File: src/include/acet_pkg.sv
/*
 * constants, field layout and carrier types for the compare-event
 * triggered converter control block.
 * assumes one system clock; the compare unit and timers share it.
 */
package acet_pkg;

    // ============================================================
    // widths
    localparam int DATA_W   = 8;
    localparam int ADDR_W   = 4;
    localparam int RESULT_W = 10;

    typedef logic [ADDR_W-1:0]   acet_addr_t;
    typedef logic [DATA_W-1:0]   acet_byte_t;
    typedef logic [RESULT_W-1:0] acet_result_t;

    // ============================================================
    // register offsets
    localparam acet_addr_t OFS_CHANNEL   = 4'h0;
    localparam acet_addr_t OFS_REFERENCE = 4'h1;
    localparam acet_addr_t OFS_TIMING    = 4'h2;
    localparam acet_addr_t OFS_RES_HIGH  = 4'h3;
    localparam acet_addr_t OFS_RES_LOW   = 4'h4;
    localparam acet_addr_t OFS_IRQ_FLAGS = 4'h5;
    localparam acet_addr_t OFS_IRQ_EN    = 4'h6;
    localparam acet_addr_t OFS_IRQ_PRIO  = 4'h7;
    localparam acet_addr_t OFS_TRIGGER   = 4'h8;

    // ============================================================
    // field positions
    localparam int CHAN_LSB = 2;
    localparam int CHAN_W   = 4;
    localparam int GO_BIT   = 1;
    localparam int EN_BIT   = 0;
    localparam int VREF_LSB = 4;
    localparam int VREF_W   = 2;
    localparam int PCFG_LSB = 0;
    localparam int PCFG_W   = 4;
    localparam int JUST_BIT = 7;
    localparam int ACQ_LSB  = 3;
    localparam int SEL_W    = 3;
    localparam int CLKS_LSB = 0;
    localparam int IRQ_BIT  = 6;
    localparam int TSEL_BIT = 0;

    // ============================================================
    // codes and reset values
    localparam logic [3:0] SPECIAL_EVENT_CODE = 4'hB;
    localparam acet_byte_t REG_RESET          = 8'h00;
    localparam acet_byte_t READ_ZERO          = 8'h00;
    localparam logic [1:0] RST_SYNC_INIT      = 2'h0;

    // ============================================================
    // sequencer defaults
    localparam int CONV_TADS    = 11;
    localparam int ACQ_TAD_STEP = 2;
    localparam int CLK_DIV_BASE = 2;
    localparam int DIV_W        = 9;
    localparam int TAD_W        = 5;

    // ============================================================
    // carriers
    typedef struct packed {
        logic       wr;
        logic       rd;
        acet_addr_t addr;
        acet_byte_t wdata;
    } acet_bus_s;

    typedef struct packed {
        logic       special_event;
        logic [3:0] compare_mode_field;
    } acet_cmp_s;

    typedef struct packed {
        logic [CHAN_W-1:0] channel_select;
        logic [VREF_W-1:0] voltage_reference_select;
        logic [PCFG_W-1:0] port_analog_config;
        logic              sampling;
        logic              converter_enable;
    } acet_analog_s;

endpackage : acet_pkg

File: src/logic/acet_seq.sv
/*
 * acquisition then conversion sequencer, timed in converter clock periods.
 * assumes start and abort are single-cycle pulses on the same clock.
 */
`timescale 1ns/10ps
module acet_seq #(
    parameter int CONV_TADS    = acet_pkg::CONV_TADS,
    parameter int ACQ_TAD_STEP = acet_pkg::ACQ_TAD_STEP
) (
    // clock and reset
    input  wire logic                     clock,
    input  wire logic                     rst_sync_n,
    // control
    input  wire logic                     start,
    input  wire logic                     abort,
    input  wire logic [acet_pkg::SEL_W-1:0] acq_sel,
    input  wire logic [acet_pkg::SEL_W-1:0] clk_sel,
    // status
    output logic                          sampling,
    output logic                          done
);
    typedef enum logic [1:0] {ACET_IDLE, ACET_ACQ, ACET_CONV} acet_seq_e;

    typedef struct packed {
        acet_seq_e                    st;
        logic [acet_pkg::DIV_W-1:0]   div;
        logic [acet_pkg::TAD_W-1:0]   tad;
        logic                         done;
    } acet_seq_s;

    acet_seq_s s_r;
    acet_seq_s s_nxt;
    logic [acet_pkg::DIV_W-1:0] tad_len;
    logic [acet_pkg::TAD_W-1:0] acq_tads;
    logic [acet_pkg::TAD_W-1:0] target;

    assign tad_len  = acet_pkg::DIV_W'(acet_pkg::CLK_DIV_BASE) << clk_sel;
    assign acq_tads = acet_pkg::TAD_W'(acq_sel) * acet_pkg::TAD_W'(ACQ_TAD_STEP);
    assign target   = (s_r.st == ACET_ACQ) ? acq_tads : acet_pkg::TAD_W'(CONV_TADS);

    always_comb begin
        s_nxt      = s_r;
        s_nxt.done = 1'b0;
        case (s_r.st)
            ACET_IDLE: begin
                s_nxt.div = '0;
                s_nxt.tad = '0;
                // zero acquisition goes straight to conversion
                if (start) begin
                    s_nxt.st = (acq_tads == '0) ? ACET_CONV : ACET_ACQ;
                end
            end
            default: begin
                if (s_r.div == tad_len - 1'b1) begin
                    s_nxt.div = '0;
                    s_nxt.tad = s_r.tad + 1'b1;
                    if (s_r.tad == target - 1'b1) begin
                        s_nxt.tad  = '0;
                        s_nxt.st   = (s_r.st == ACET_ACQ) ? ACET_CONV : ACET_IDLE;
                        s_nxt.done = (s_r.st == ACET_CONV);
                    end
                end else begin
                    s_nxt.div = s_r.div + 1'b1;
                end
            end
        endcase
        // abort drops the conversion without a done pulse
        if (abort) begin
            s_nxt.st   = ACET_IDLE;
            s_nxt.done = 1'b0;
        end
    end

    always_ff @(posedge clock or negedge rst_sync_n) begin
        if (!rst_sync_n) begin
            s_r <= '{st: ACET_IDLE, div: '0, tad: '0, done: 1'b0};
        end else begin
            s_r <= s_nxt;
        end
    end

    assign sampling = (s_r.st == ACET_ACQ);
    assign done     = s_r.done;

endmodule : acet_seq

File: src/logic/acet_fmt.sv
/*
 * result register pair with left or right justification.
 * assumes load is a one-cycle pulse; a load beats a software write.
 */
`timescale 1ns/10ps
module acet_fmt (
    // clock and reset
    input  wire logic                   clock,
    input  wire logic                   rst_sync_n,
    // conversion side
    input  wire logic                   load,
    input  wire logic                   justify_right,
    input  wire acet_pkg::acet_result_t raw,
    // software side
    input  wire logic                   wr_high,
    input  wire logic                   wr_low,
    input  wire acet_pkg::acet_byte_t   wdata,
    // result bytes
    output acet_pkg::acet_byte_t        result_high,
    output acet_pkg::acet_byte_t        result_low
);
    typedef struct packed {
        acet_pkg::acet_byte_t high;
        acet_pkg::acet_byte_t low;
    } acet_fmt_s;

    acet_fmt_s s_r;
    acet_fmt_s s_nxt;

    always_comb begin
        s_nxt = s_r;
        if (wr_high) begin
            s_nxt.high = wdata;
        end
        if (wr_low) begin
            s_nxt.low = wdata;
        end
        if (load) begin
            if (justify_right) begin
                s_nxt.high = {6'h00, raw[9:8]};
                s_nxt.low  = raw[7:0];
            end else begin
                s_nxt.high = raw[9:2];
                s_nxt.low  = {raw[1:0], 6'h00};
            end
        end
    end

    always_ff @(posedge clock or negedge rst_sync_n) begin
        if (!rst_sync_n) begin
            s_r <= '{high: acet_pkg::REG_RESET, low: acet_pkg::REG_RESET};
        end else begin
            s_r <= s_nxt;
        end
    end

    assign result_high = s_r.high;
    assign result_low  = s_r.low;

endmodule : acet_fmt

File: src/logic/acet_top.sv
/*
 * converter control with compare special event trigger: registers,
 * trigger qualification, timer clear and conversion completion.
 * assumes the compare unit, timers and analog front end run on clock.
 */
// Notes on behaviour
// - trigger accepted only in mode 1011, enabled
// - accepted trigger sets go flag, starts conversion unless one is running
// - every trigger clears selected timer counter
// - disabled converter ignores trigger, timer still cleared
// - channel, go flag, enable in first control
// - reference and port config in second control
// - justify, acquisition, clock select in third control
// - interrupt flag, enable, priority at bit six
// - unimplemented register bits read as zero
`timescale 1ns/10ps
module acet_top #(
    parameter int CONV_TADS    = acet_pkg::CONV_TADS,
    parameter int ACQ_TAD_STEP = acet_pkg::ACQ_TAD_STEP
) (
    // clock and reset
    input  wire logic                   clock,
    input  wire logic                   rst_n,
    // register port
    input  wire acet_pkg::acet_bus_s    bus,
    output acet_pkg::acet_byte_t        rd_data,
    // compare unit
    input  wire acet_pkg::acet_cmp_s    cmp,
    // timers
    output logic                        first_timer_clear,
    output logic                        third_timer_clear,
    // analog front end
    input  wire acet_pkg::acet_result_t sample_data,
    output acet_pkg::acet_analog_s      analog,
    // interrupt request level
    output logic                        irq_request,
    output logic                        irq_high_priority
);
    // ============================================================
    // reset release
    logic [1:0] rst_sync_r;
    logic       rst_sync_n;

    always_ff @(posedge clock or negedge rst_n) begin
        if (!rst_n) begin
            rst_sync_r <= acet_pkg::RST_SYNC_INIT;
        end else begin
            rst_sync_r <= {rst_sync_r[0], 1'b1};
        end
    end

    assign rst_sync_n = rst_sync_r[1];

    // ============================================================
    // decode helper
    function automatic logic acet_hit(input logic strobe,
                                      input acet_pkg::acet_addr_t addr,
                                      input acet_pkg::acet_addr_t ofs);
        acet_hit = strobe && (addr == ofs);
    endfunction : acet_hit

    // ============================================================
    // state
    typedef struct packed {
        logic [acet_pkg::CHAN_W-1:0] chan;
        logic                        go;
        logic                        en;
        logic [acet_pkg::VREF_W-1:0] vref;
        logic [acet_pkg::PCFG_W-1:0] pcfg;
        logic                        just;
        logic [acet_pkg::SEL_W-1:0]  acq;
        logic [acet_pkg::SEL_W-1:0]  clks;
        logic                        irq_flag;
        logic                        irq_en;
        logic                        irq_prio;
        logic                        trig_sel;
        acet_pkg::acet_byte_t        rdata;
        logic                        clr1;
        logic                        clr3;
        logic                        start;
        logic                        abort;
    } acet_top_s;

    acet_top_s s_r;
    acet_top_s s_nxt;

    logic                 seq_sampling;
    logic                 seq_done;
    acet_pkg::acet_byte_t res_high;
    acet_pkg::acet_byte_t res_low;
    logic                 wr_chan;
    logic                 wr_ref;
    logic                 wr_tim;
    logic                 wr_flags;
    logic                 wr_ien;
    logic                 wr_iprio;
    logic                 wr_trig;
    logic                 event_valid;
    logic                 trig_accept;
    logic                 sw_go;
    logic                 en_after;

    assign wr_chan  = acet_hit(bus.wr, bus.addr, acet_pkg::OFS_CHANNEL);
    assign wr_ref   = acet_hit(bus.wr, bus.addr, acet_pkg::OFS_REFERENCE);
    assign wr_tim   = acet_hit(bus.wr, bus.addr, acet_pkg::OFS_TIMING);
    assign wr_flags = acet_hit(bus.wr, bus.addr, acet_pkg::OFS_IRQ_FLAGS);
    assign wr_ien   = acet_hit(bus.wr, bus.addr, acet_pkg::OFS_IRQ_EN);
    assign wr_iprio = acet_hit(bus.wr, bus.addr, acet_pkg::OFS_IRQ_PRIO);
    assign wr_trig  = acet_hit(bus.wr, bus.addr, acet_pkg::OFS_TRIGGER);

    // ============================================================
    // trigger qualification
    // the event only exists as a trigger while the compare unit sits in
    // special event mode; in other modes the pulse means nothing here
    assign event_valid = cmp.special_event &&
                         (cmp.compare_mode_field == acet_pkg::SPECIAL_EVENT_CODE);
    assign trig_accept = event_valid && s_r.en;

    // enable as it stands after this cycle's write, so one write may
    // switch the converter on and start it together
    assign en_after = wr_chan ? bus.wdata[acet_pkg::EN_BIT] : s_r.en;
    assign sw_go    = wr_chan && bus.wdata[acet_pkg::GO_BIT] && en_after;

    always_comb begin
        s_nxt       = s_r;
        s_nxt.start = 1'b0;
        s_nxt.abort = 1'b0;
        s_nxt.clr1  = 1'b0;
        s_nxt.clr3  = 1'b0;

        // ========================================================
        // software writes
        // first control fields
        if (wr_chan) begin
            s_nxt.chan = bus.wdata[acet_pkg::CHAN_LSB +: acet_pkg::CHAN_W];
            s_nxt.en   = bus.wdata[acet_pkg::EN_BIT];
            s_nxt.go   = bus.wdata[acet_pkg::GO_BIT] && en_after;
        end
        if (wr_ref) begin
            s_nxt.vref = bus.wdata[acet_pkg::VREF_LSB +: acet_pkg::VREF_W];
            s_nxt.pcfg = bus.wdata[acet_pkg::PCFG_LSB +: acet_pkg::PCFG_W];
        end
        if (wr_tim) begin
            s_nxt.just = bus.wdata[acet_pkg::JUST_BIT];
            s_nxt.acq  = bus.wdata[acet_pkg::ACQ_LSB +: acet_pkg::SEL_W];
            s_nxt.clks = bus.wdata[acet_pkg::CLKS_LSB +: acet_pkg::SEL_W];
        end
        if (wr_ien) begin
            s_nxt.irq_en = bus.wdata[acet_pkg::IRQ_BIT];
        end
        if (wr_iprio) begin
            s_nxt.irq_prio = bus.wdata[acet_pkg::IRQ_BIT];
        end
        if (wr_flags) begin
            s_nxt.irq_flag = bus.wdata[acet_pkg::IRQ_BIT];
        end
        if (wr_trig) begin
            s_nxt.trig_sel = bus.wdata[acet_pkg::TSEL_BIT];
        end

        // ========================================================
        // conversion end
        // done clears go
        if (seq_done) begin
            s_nxt.go       = 1'b0;
            s_nxt.irq_flag = 1'b1;
        end

        // ========================================================
        // starts; a trigger set beats a clear in the same cycle
        // hardware sets go
        if (trig_accept) begin
            s_nxt.go = 1'b1;
        end
        if (trig_accept || sw_go) begin
            // a busy converter keeps its running conversion
            s_nxt.start = !s_r.go || seq_done;
        end

        // a cleared go or enable with no new start stops the sequencer
        s_nxt.abort = s_r.go && !s_nxt.go && !seq_done;

        if (event_valid) begin
            s_nxt.clr1 = !s_r.trig_sel;
            s_nxt.clr3 = s_r.trig_sel;
        end

        // ========================================================
        // read data, valid the cycle after the strobe
        // unimplemented bits zero
        s_nxt.rdata = acet_pkg::READ_ZERO;
        if (bus.rd) begin
            if (bus.addr == acet_pkg::OFS_CHANNEL) begin
                s_nxt.rdata[acet_pkg::CHAN_LSB +: acet_pkg::CHAN_W] = s_r.chan;
                s_nxt.rdata[acet_pkg::GO_BIT] = s_r.go;
                s_nxt.rdata[acet_pkg::EN_BIT] = s_r.en;
            end else if (bus.addr == acet_pkg::OFS_REFERENCE) begin
                s_nxt.rdata[acet_pkg::VREF_LSB +: acet_pkg::VREF_W] = s_r.vref;
                s_nxt.rdata[acet_pkg::PCFG_LSB +: acet_pkg::PCFG_W] = s_r.pcfg;
            end else if (bus.addr == acet_pkg::OFS_TIMING) begin
                s_nxt.rdata[acet_pkg::JUST_BIT] = s_r.just;
                s_nxt.rdata[acet_pkg::ACQ_LSB +: acet_pkg::SEL_W]  = s_r.acq;
                s_nxt.rdata[acet_pkg::CLKS_LSB +: acet_pkg::SEL_W] = s_r.clks;
            end else if (bus.addr == acet_pkg::OFS_RES_HIGH) begin
                s_nxt.rdata = res_high;
            end else if (bus.addr == acet_pkg::OFS_RES_LOW) begin
                s_nxt.rdata = res_low;
            end else if (bus.addr == acet_pkg::OFS_IRQ_FLAGS) begin
                s_nxt.rdata[acet_pkg::IRQ_BIT] = s_r.irq_flag;
            end else if (bus.addr == acet_pkg::OFS_IRQ_EN) begin
                s_nxt.rdata[acet_pkg::IRQ_BIT] = s_r.irq_en;
            end else if (bus.addr == acet_pkg::OFS_IRQ_PRIO) begin
                s_nxt.rdata[acet_pkg::IRQ_BIT] = s_r.irq_prio;
            end else if (bus.addr == acet_pkg::OFS_TRIGGER) begin
                s_nxt.rdata[acet_pkg::TSEL_BIT] = s_r.trig_sel;
            end
        end
    end

    always_ff @(posedge clock or negedge rst_sync_n) begin
        if (!rst_sync_n) begin
            s_r <= '0;
        end else begin
            s_r <= s_nxt;
        end
    end

    // ============================================================
    // sequencer and result pair
    acet_seq #(
        .CONV_TADS    (CONV_TADS),
        .ACQ_TAD_STEP (ACQ_TAD_STEP)
    ) u_seq (
        .clock      (clock),
        .rst_sync_n (rst_sync_n),
        .start      (s_r.start),
        .abort      (s_r.abort),
        .acq_sel    (s_r.acq),
        .clk_sel    (s_r.clks),
        .sampling   (seq_sampling),
        .done       (seq_done)
    );

    acet_fmt u_fmt (
        .clock         (clock),
        .rst_sync_n    (rst_sync_n),
        .load          (seq_done),
        .justify_right (s_r.just),
        .raw           (sample_data),
        .wr_high       (acet_hit(bus.wr, bus.addr, acet_pkg::OFS_RES_HIGH)),
        .wr_low        (acet_hit(bus.wr, bus.addr, acet_pkg::OFS_RES_LOW)),
        .wdata         (bus.wdata),
        .result_high   (res_high),
        .result_low    (res_low)
    );

    // ============================================================
    // outputs
    assign rd_data           = s_r.rdata;
    assign first_timer_clear = s_r.clr1;
    assign third_timer_clear = s_r.clr3;

    assign analog.channel_select           = s_r.chan;
    assign analog.voltage_reference_select = s_r.vref;
    assign analog.port_analog_config       = s_r.pcfg;
    assign analog.sampling                 = seq_sampling;
    assign analog.converter_enable         = s_r.en;

    assign irq_request       = s_r.irq_flag && s_r.irq_en;
    assign irq_high_priority = s_r.irq_prio;

endmodule : acet_top

File: config.mk
export PLATFORM = sky130hd
export DESIGN_NAME = acet_top
export DESIGN_NICKNAME = d
export VERILOG_FILES = /design/src/include/acet_pkg.sv /design/src/logic/acet_seq.sv /design/src/logic/acet_fmt.sv /design/src/logic/acet_top.sv
export SDC_FILE = /design/constraint.sdc
export NUM_CORES = 1
export LEC_CHECK = 0
export ABC_AREA = 1
export BUFFER_PORTS_ARGS = -buffer_cell sky130_fd_sc_hd__buf_2
export CELL_PAD_IN_SITES_DETAIL_PLACEMENT = 1
export CELL_PAD_IN_SITES_GLOBAL_PLACEMENT = 1
export CORE_AREA = 2 2 100 102
export DETAILED_ROUTE_END_ITERATION = 12
export DIE_AREA = 0 0 102 104
export PLACE_DENSITY = 0.77
export SETUP_SLACK_MARGIN = 0.15
export SLEW_MARGIN = 10
export SYNTH_ARGS = -nofsm -noshare
export SYNTH_HDL_FRONTEND = slang
export SYNTH_SLANG_ARGS = --single-unit
File: constraint.sdc
create_clock -name clock -period 3.05 [get_ports clock]
set_input_delay 0 -clock clock [delete_from_list [all_inputs] [get_ports clock]]
set_output_delay 0 -clock clock [all_outputs]
set_load 0.03 [all_outputs]
* Word-level counts from Yosys, hierarchy flattened
Index checks and enable logic that the tools add are counted.
** Operators by class
- $add $sub $neg :: 4
- Equality and inequality tests :: 14
- Shifts and indexed selects :: 1
- Muxes and demuxes :: 45
- Reductions and logical operators :: 33
** Operators with widths (count)
- $mux 16 :: 3
- $mux 8 :: 4
- $mux 6 :: 5
- $mux 1 :: 20
- $mux 2 :: 10
- $logic_and 1x1->1 :: 17
- $eq 4x3->1 const B :: 4
- $add 9x1->9 const B :: 1
- $eq 9x9->1 :: 1
- $mux 9 :: 1
- $shl 2x3->9 const A :: 1
- $sub 9x1->9 const B :: 1
- $eq 4x2->1 const B :: 2
- $eq 4x4->1 const B :: 2
- $reduce_bool 2->1 :: 4
- $reduce_bool 3->1 :: 2
- $add 5x1->5 const B :: 1
- $eq 5x5->1 :: 1
- $logic_not 5->1 :: 1
- $mux 5 :: 1
- $sub 5x1->5 const B :: 1
- $eq 4x1->1 const B :: 1
- $logic_not 1->1 :: 4
- $logic_not 4->1 :: 1
- other kinds (7) :: 8
** Word-level totals
- Register bits after elaboration :: 70
- Input bits :: 31
- Output and inout port bits :: 24
- Word-level logic and storage cells :: 121

* Longest topological paths before layout
Gate-level depths: netlist (run 1).
- Depth in word-level cells :: 11
- Gate-level depth with buffers :: 14
- Gate-level depth less buffers :: 14

* By module
Synthesis (run 1) repeated with hierarchy kept, for this count alone.
** Unflattened totals
- Cell total of the unflattened synthesis :: 532
- Area, all modules :: 4132.7 um2
** By module, submodules not included
- acet_top :: instances 1, cells an instance 234, area an instance 1971.9 um2, seq. area each 925.9 um2
- acet_seq :: instances 1, cells an instance 184, area an instance 1313.8 um2, seq. area each 425.4 um2
- acet_fmt :: instances 1, cells an instance 114, area an instance 847.1 um2, seq. area each 400.4 um2

* Worst setup path before layout (run 1)
OpenSTA, ideal clock, no wires.
- Kind :: register to register
- From :: register u_seq.s_r[16] in the netlist's numbering
- To :: register u_seq.s_r[4] in the netlist's numbering
- Library setup time :: 0.127 ns
- Arrival :: 1.702 ns
- Required time :: 2.923 ns
- Setup slack :: 1.222 ns
- Stages on the path, launching flop included :: 12
- Path buffers :: 0
- Clock period less this slack :: 1.828 ns
- Cell sequence :: dfrtp_1 nor2_4 nand2_1 ha_1 nand2_1 inv_1 nor2_1 nand3_4 nor2_4 nand2_4 nand4_1 o21ai_0
** On the way
- Longest elaborated chain between the ends :: 7
- Elaborated cells between the ends (all ways) :: 9
- Those cells by class :: add/sub: 1; eq/ne: 2; mux: 4; reduce/logical: 2
** RTL lines
- start, declared :: line acet_seq.sv:31 : acet_seq_s s_r;
- start signal, assigned :: line acet_seq.sv:76 : s_r <= '{st: ACET_IDLE, div: '0, tad: '0, done: 1'b0};
- start signal, assigned :: line acet_seq.sv:78 : s_r <= s_nxt;
- $eq 2x1->1
- via seq_sampling :: line acet_top.sv:87 : logic seq_sampling;
- $mux 4 :: line acet_seq.sv:39 : assign target = (s_r.st == ACET_ACQ) ? acq_tads : acet_pkg::TAD_W'(CONV_TADS);
- $sub 5x1->5 :: line acet_seq.sv:57 : if (s_r.tad == target - 1'b1) begin
- $eq 5x5->1 :: line acet_seq.sv:57
- $mux 6 :: line acet_seq.sv:57
- $mux 6 :: line acet_seq.sv:54 : if (s_r.div == tad_len - 1'b1) begin
- $mux 16 :: line acet_seq.sv:44 : case (s_r.st)
The timed path passes the listed nets, and every way through them passes these cells. The select of a mux whose other input is x is not followed.
A chain may end at the register's enable or synchronous reset.

* Worst setup path after layout (run 1)
- From :: register u_seq.s_r[15] in the netlist's numbering
- To :: register u_seq.s_r[16] in the netlist's numbering
** On the way
- Longest elaborated chain between the ends :: 6
- Elaborated cells between the ends (all ways) :: 14
- Those cells by class :: add/sub: 1; eq/ne: 3; mux: 6; reduce/logical: 4
** RTL lines (line)
- $eq 2x1->1 :: acet_seq.sv:39, acet_seq.sv:59
- $mux 4 / $mux 2 (equally long branches) :: acet_seq.sv:39, acet_seq.sv:59
- $sub 5x1->5 / $mux 2 (equally long branches) :: acet_seq.sv:57
- $eq 5x5->1 / $mux 2 (equally long branches) :: acet_seq.sv:57, acet_seq.sv:54
- $reduce_bool 3->1 (no source line) / $mux 16 (equally long branches)
- $reduce_and 3->1 (no source line) / $mux 2 (equally long branches)
Several ways; a longest one is shown, not always the timed one. The select of a mux whose other input is x is not followed.

==> results of run 1 <==
[cell families (layout without fill, tap and decap cells)]
family,count (synthesis),in the layout
buffers and inverters,104,156
AOI/OAI and AO/OA,98,98
other,1,1
adders and majority gates,3,3
xor gates and xnor gates,5,5
and+or+nand+nor,221,221
DFF,70,70
muxes,4,4
[path summary, 6_finish.rpt]
check | to | slack (ps) | cells past startpoint
min reg2reg | u_fmt.result_high[3] | 260 | 0
max | u_seq.s_r[16] | 910 | 14
min in group asynchronous | u_fmt.result_high[3] | 260 | 0
min | analog[5] | 8 | 3
max in group asynchronous | u_seq.s_r[13] | 1940 | 1
max reg2reg | u_seq.s_r[16] | 910 | 14
[cells in the final DEF (no fill, tap or decap), types with 4 or more instances in the layout]
master | netlist | routed
nand2_1 | 109 | 109
dfrtp_1 | 70 | 69
nor2_4 | 8 | 8
o21ai_1 | 6 | 6
o22ai_1 | 10 | 10
xor2_1 | 5 | 5
a21oi_1 | 14 | 14
nor2_2 | 4 | 4
nand2_2 | 6 | 6
inv_2 | 7 | 7
clkbuf_8 | 0 | 9
nand4_1 | 14 | 14
o221ai_1 | 7 | 7
nand3_1 | 27 | 27
a31oi_1 | 5 | 5
inv_1 | 65 | 65
buf_2 | 4 | 54
nor2_1 | 35 | 35
o21ai_0 | 48 | 48
dlygate4sd3_1 | 0 | 11
[layer usage]
layer	wire, µm	share of wire [%]	GRT usage, %
met5	0	0	0
met4	233	2.2	6.29
met3	280	2.7	4.50
met2	5330	50	35.5
met1	4720	45	27.9
[power by group]
| part | total, mW | switching (mW) | internal (mW) |
|---|---|---|---|
| combinational | 0.700 | 0.467 | 0.233 |
| sequential | 1.24 | 0.170 | 1.07 |
| clock | 0.828 | 0.368 | 0.460 |
| total | 2.77 | 1.00 | 1.76 |
[repair_timing]
action,CTS,global route
setup buffers,0,0
gates resized for setup,0,0
hold buffers,11,0
setup endpoints to repair,0,0
hold endpoints to repair,24,0
[per-stage QoR]
| stage | std cells | hold slack, ps | util [%] | setup WS (ps) |
|---|---|---|---|---|
| after floorplan | 506 | -296 | - | 956 |
| after global placement | 664 | -215 | 44.6 | 1100 |
| after detailed placement | 664 | -213 | 44.6 | 966 |
| after CTS | 691 | 3.71 | 48.0 | 927 |
| after global routing | 691 | 25.6 | 48.0 | 704 |
| final | 691 | 8.16 | 48.0 | 911 |
[state kept, by name (all words and copies together), names as in the netlist]
| signal | cells |
|---|---|
| analog | 11 |
| first_timer_clear | 1 |
| irq_high_priority | 1 |
| rd_data | 8 |
| rst_sync_r | 2 |
| s_r | 13 |
| third_timer_clear | 1 |
| u_fmt.result_high | 8 |
| u_fmt.result_low | 8 |
| u_seq.done | 1 |
| u_seq.s_r | 16 |
[cell type report]
| class | instances | area [µm²] | share of cell area (%) |
|---|---|---|---|
| flip-flops and latches | 70 | 1750 | 38.3 |
| multi-input cells | 332 | 1780 | 38.8 |
| clock buffers | 10 | 128 | 2.79 |
| repair buffers | 67 | 395 | 8.63 |
| clock inverters | 6 | 86.3 | 1.88 |
| well taps | 133 | 166 | 3.63 |
| inverters | 73 | 277 | 6.03 |
[worst max-delay path, cell delays in order, from the launching register on]
cell and delay, ps:
dfrtp_1 460, inv_2 90, nor2_4 210, nand2_1 90, ha_1 340, nand2_1 90
inv_1 60, nor2_1 80, nand3_1 70, nor2_1 110, nand2_1 70, nor2_1 120
nand3_2 100, nand3_1 80, nand2_1 60
==> impl_metrics.ini, run 1 <==
[grt]
grt_pass1_wl_um = 17900
grt_use_total_pct = 21.4
grt_pass1_vias = 3661
grt_max_degree = 35
antenna_found_initial = 0
grt_overflow_total = 0

[die]
initial_utilization_pct = 42.2
die-width_um = 102
pin_count = 55
chipHeight_um = 104
core_area_mm2 = 0.00955
die_area_mm2 = 0.0106
fp-row-count = 36

[synth]
avgSynthCellArea_um2 = 7.96
synth_most_common_cell = nand2_1
synth_flop_cell = dfrtp_1
synthMuxAreaShare_pct = 1.09
syn_inst = 506
ys_seq_area_share_pct = 43.5
yosys_warnings = 0
synth_xor_area_share_pct = 1.09
netlist_area_mm2 = 0.00403
synth_top_family_by_area = simple AND/OR/NAND/NOR gates
synth_edf_count = 0
synth-seq-cells = 70
synthArstFlopShare_pct = 100
synth_fa_ha_area_share_pct = 0.932
synthTopCellsByCount = nand2_1 (109), dfrtp_1 (70), inv_1 (65), o21ai_0 (48), nor2_1 (35)
synth.top_cell.area_share_pct = 43.5
synth-simple-area-share_pct = 27.0
synth_fp_nets = 540
synth_compound_area_share_pct = 13.9
synth_cell_types = 42
synth_area_leaders = dfrtp_1 (43%), nand2_1 (10%), inv_1 (6.1%)
yosysTopAreaCell = dfrtp_1

[finish]
diodes = 0
fillerInstances = 1206
layout-drive-gt1-share_pct = 20.4
syn_to_final_growth_pct = 13.8
fin_area_mm2 = 0.00458
nNetsFinal = 587

[routing]
drt_wl_total_um = 10600
vias = 3518
ant_nets = 0
dr.pass1.iters = 4
drcViolationCount = 0
wl_per_cell_um = 15.3
via_per_inst = 5.09
drt_iter0_markers = 120

[worst_setup_path]
start_kind = register
required_ps = 3280
critPathLaunch = u_seq.s_r[15]
critPathKind = reg -> reg
cp_data_arrival_time_ps = 2360
path_max_fanout = 9
crit_path_end_kind = register
r2r-start = u_seq.s_r[15]

[clock_tree]
cts-root-buf = clkbuf_8
cts_tree = yes
cts-htree-levels = 3
insertion_delay_ps = 340
clockBufferDepth = 2
clock_sinks = 70
cts_buffers = 9
clk_pin_slew_worst_paths_ps = 80

[placement]
placed_area_mm2 = 0.00426
portBuffers = 54
gp_congestion = 0.836
hpwl_um = 8040

[pwr]
power_density_mw_per_mm2 = 604
p_leak_nw = 2.28
total_power_mw = 2.77
ir_drop_uv = 327

[run_status]
status = finished clean

[timing]
setup_tns_ps = 0
finalHoldViolCount = 0
period_minus_slack_ps = 2140
rsz0062_at_grt = false
tightest_slew_ps = 566
slew_violations = 0
relSlewSlack_pct = 62.3
finalClockSkew_ps = 15.3
finalSetupViolCount = 0
fmax_mhz = 468
period_share_pct = 70.1

[min_path]
hold_path.startpoint = bus[3]
hold_class = in -> reg

[flow_run]
maxCapViolCount = 0
(Power assumes the default switching activity.)
==> run 2: changes to the inputs <==
--- a/config.mk
+++ b/config.mk
@@ -9,10 +9,10 @@
 export BUFFER_PORTS_ARGS = -buffer_cell sky130_fd_sc_hd__buf_2
 export CELL_PAD_IN_SITES_DETAIL_PLACEMENT = 1
 export CELL_PAD_IN_SITES_GLOBAL_PLACEMENT = 1
-export CORE_AREA = 2 2 100 102
+export CORE_AREA = 2 2 105 107
 export DETAILED_ROUTE_END_ITERATION = 12
-export DIE_AREA = 0 0 102 104
-export PLACE_DENSITY = 0.77
+export DIE_AREA = 0 0 107 109
+export PLACE_DENSITY = 0.74
 export SETUP_SLACK_MARGIN = 0.15
 export SLEW_MARGIN = 10
 export SYNTH_ARGS = -nofsm -noshare
==> constraint.sdc (replaced) <==
create_clock -name clock -period 1.8 [get_ports clock]
set_input_delay 0 -clock clock [delete_from_list [all_inputs] [get_ports clock]]
set_output_delay 0 -clock clock [all_outputs]
set_load 0.03 [all_outputs]
==> run 2 against run 1 <==
Effect of this change: the run now ends with hold timing, setup timing left; via count up 2.8%; clock skew decreased by 3.6 ps; sequential power grew 66%; utilization fell by 2.8 points; final cell count grew 3.6%; count of clock-buffer cells in the layout rose by 2; first-iteration DRC count up 29%; worst hold slack got worse by 11 ps.
==> impl_metrics.ini, run 2 (synthesis results as in run 1) <==
[pwr]
p_sw_share_pct = 36.5
p_int_mw = 3.08
power_density_mw_per_mm2 = 1010
power_switching_mw = 1.77
p_comb_share_pct = 29.8
ir_drop_uv = 391
sequentialPowerShare_pct = 42.5
p_leak_nw = 2.37
total_power_mw = 4.85
pwr-share-clk_pct = 27.7

[worst_setup_path]
path_max_fanout = 7
crit_path_end_kind = register
rr_worst_depth = 13
start_kind = register
critPathKind = reg -> reg
required_ps = 2050
path_cells = buf_6, nor2_4, nand2_2, ha_4, nand2_2, inv_2, buf_4, nor2_4, nand3_4, nor2_4, nand2_4, nand4_1, o21ai_1
cp_slowest_stage_delay_ps = 420
slowest_stage = dfrtp_1
cp_data_arrival_time_ps = 2140
path_common_cell = nor2_4

[die]
fp-row-count = 38
pin_count = 55
die-width_um = 107
die_area_mm2 = 0.0117
initial_utilization_pct = 38.0
chipHeight_um = 109
core_area_mm2 = 0.0106

[finish]
layout-drive-gt1-share_pct = 26.0
fin_area_mm2 = 0.00479
layout_commonest_cell = nand2_1
syn_to_final_growth_pct = 19.0
fillerInstances = 1314
nNetsFinal = 605
final_cell_mix = nand2_1 (106), dfrtp_1 (66), inv_1 (63)
fin_cells = 716
utilization_pct = 45.2
top_register = u_seq.s_r
diodes = 0
largest_register_ffs = 16

[placement]
gp_congestion = 0.859
dp.cells = 685
portBuffers = 54
dp_worst_setup_slack_ps = -101
hpwl_um = 8480
placed_area_mm2 = 0.00442

[timing]
slew_violations = 0
whs_ps = -2.60
finalSetupViolCount = 7
finalClockSkew_ps = 11.7
period_share_pct = 104
rsz0062_at_grt = true
finalHoldViolCount = 2
tightest_slew_ps = 617
period_minus_slack_ps = 1880
relSlewSlack_pct = 58.9
setup_tns_ps = -334
fmax_mhz = 532
setup_slack_ps = -80.4

[min_path]
hold_depth = 3
hold_class = in -> reg

[grt]
grt_use_total_pct = 20.8
antenna_found_initial = 0
grt_overflow_total = 0
grt_pass1_wl_um = 18900
grt_max_degree = 47
grt_pass1_vias = 3908

[run_status]
violations = hold timing, setup timing
status = finished, violations left

[clock_tree]
cts-root-buf = clkbuf_8
clock_sinks = 70
cts_tree = yes
cts_buffers = 9
clockBufferDepth = 2
cts-htree-levels = 3
insertion_delay_ps = 370
clk_pin_slew_worst_paths_ps = 80

[routing]
wl_per_cell_um = 15.7
drt_wl_total_um = 11300
vias = 3616
drt_iter0_markers = 155
dr.pass1.iters = 4
drcViolationCount = 0
via_per_inst = 5.05
ant_nets = 0

[flow_run]
maxCapViolCount = 0
run 2: cell type report:
type                       instances  area, µm²  area share, %
multi-input combinational        332       1830           38.3
clock buffer                      12        155           3.24
timing repair buffer              85        552           11.5
sequential                        70       1760           36.6
inverter                          73        277           5.77
clock inverter                     4       45.0          0.939
tap                              140        175           3.65
run 2: routing by layer:
metal | track usage, % | wire length [µm] | vias up
met5 | 0 | 0 | -
met4 | 9.37 | 225 | 0
met3 | 2.87 | 305 | 17
met2 | 37.4 | 5840 | 58
met1 | 24.8 | 4900 | 1776
li1 | - | - | 1765
run 2: worst max-delay path: cells and delay by family, from the launching register on:
family          cells  cell delay [ps]
compound gates      1               80
fa+ha+maj           1              230
buf+inv             3              310
flops               1              420
simple gates        8              730
run 2: power groups by stage:
stage / clock [mW] / sequential [mW] / combinational (mW)
6_report: 1.34 / 2.06 / 1.45
5_1_grt: 1.42 / 2.10 / 1.62
4_1_cts: 1.37 / 2.06 / 1.44
3_5_place_dp: 0 / 2.10 / 1.36
3_3_place_gp: 0 / 2.08 / 1.30
2_1_floorplan: 0 / 2.03 / 1.03
run 2: final timing paths:
kind | from | endpoint | slack (ps)
hold reg to reg | rst_sync_r[1] | rd_data[3] | 130
max in group asynchronous | rst_sync_r[1] | s_r[17] | 1110
min in group asynchronous | rst_sync_r[1] | rd_data[3] | 130
setup reg to reg | u_seq.s_r[16] | u_seq.s_r[3] | -80
hold / removal | sample_data[7] | u_fmt.result_low[7] | -3
setup / recovery | u_seq.s_r[16] | u_seq.s_r[3] | -80
run 2: timing repair:
item / CTS / global route
endpoints found under the setup margin: 16 / 16
pin swaps: 7 / 6
endpoints found under the hold margin: 24 / 0
gates resized for setup: 10 / 5
buffers inserted: 4 / 3
hold buffers: 8 / 0
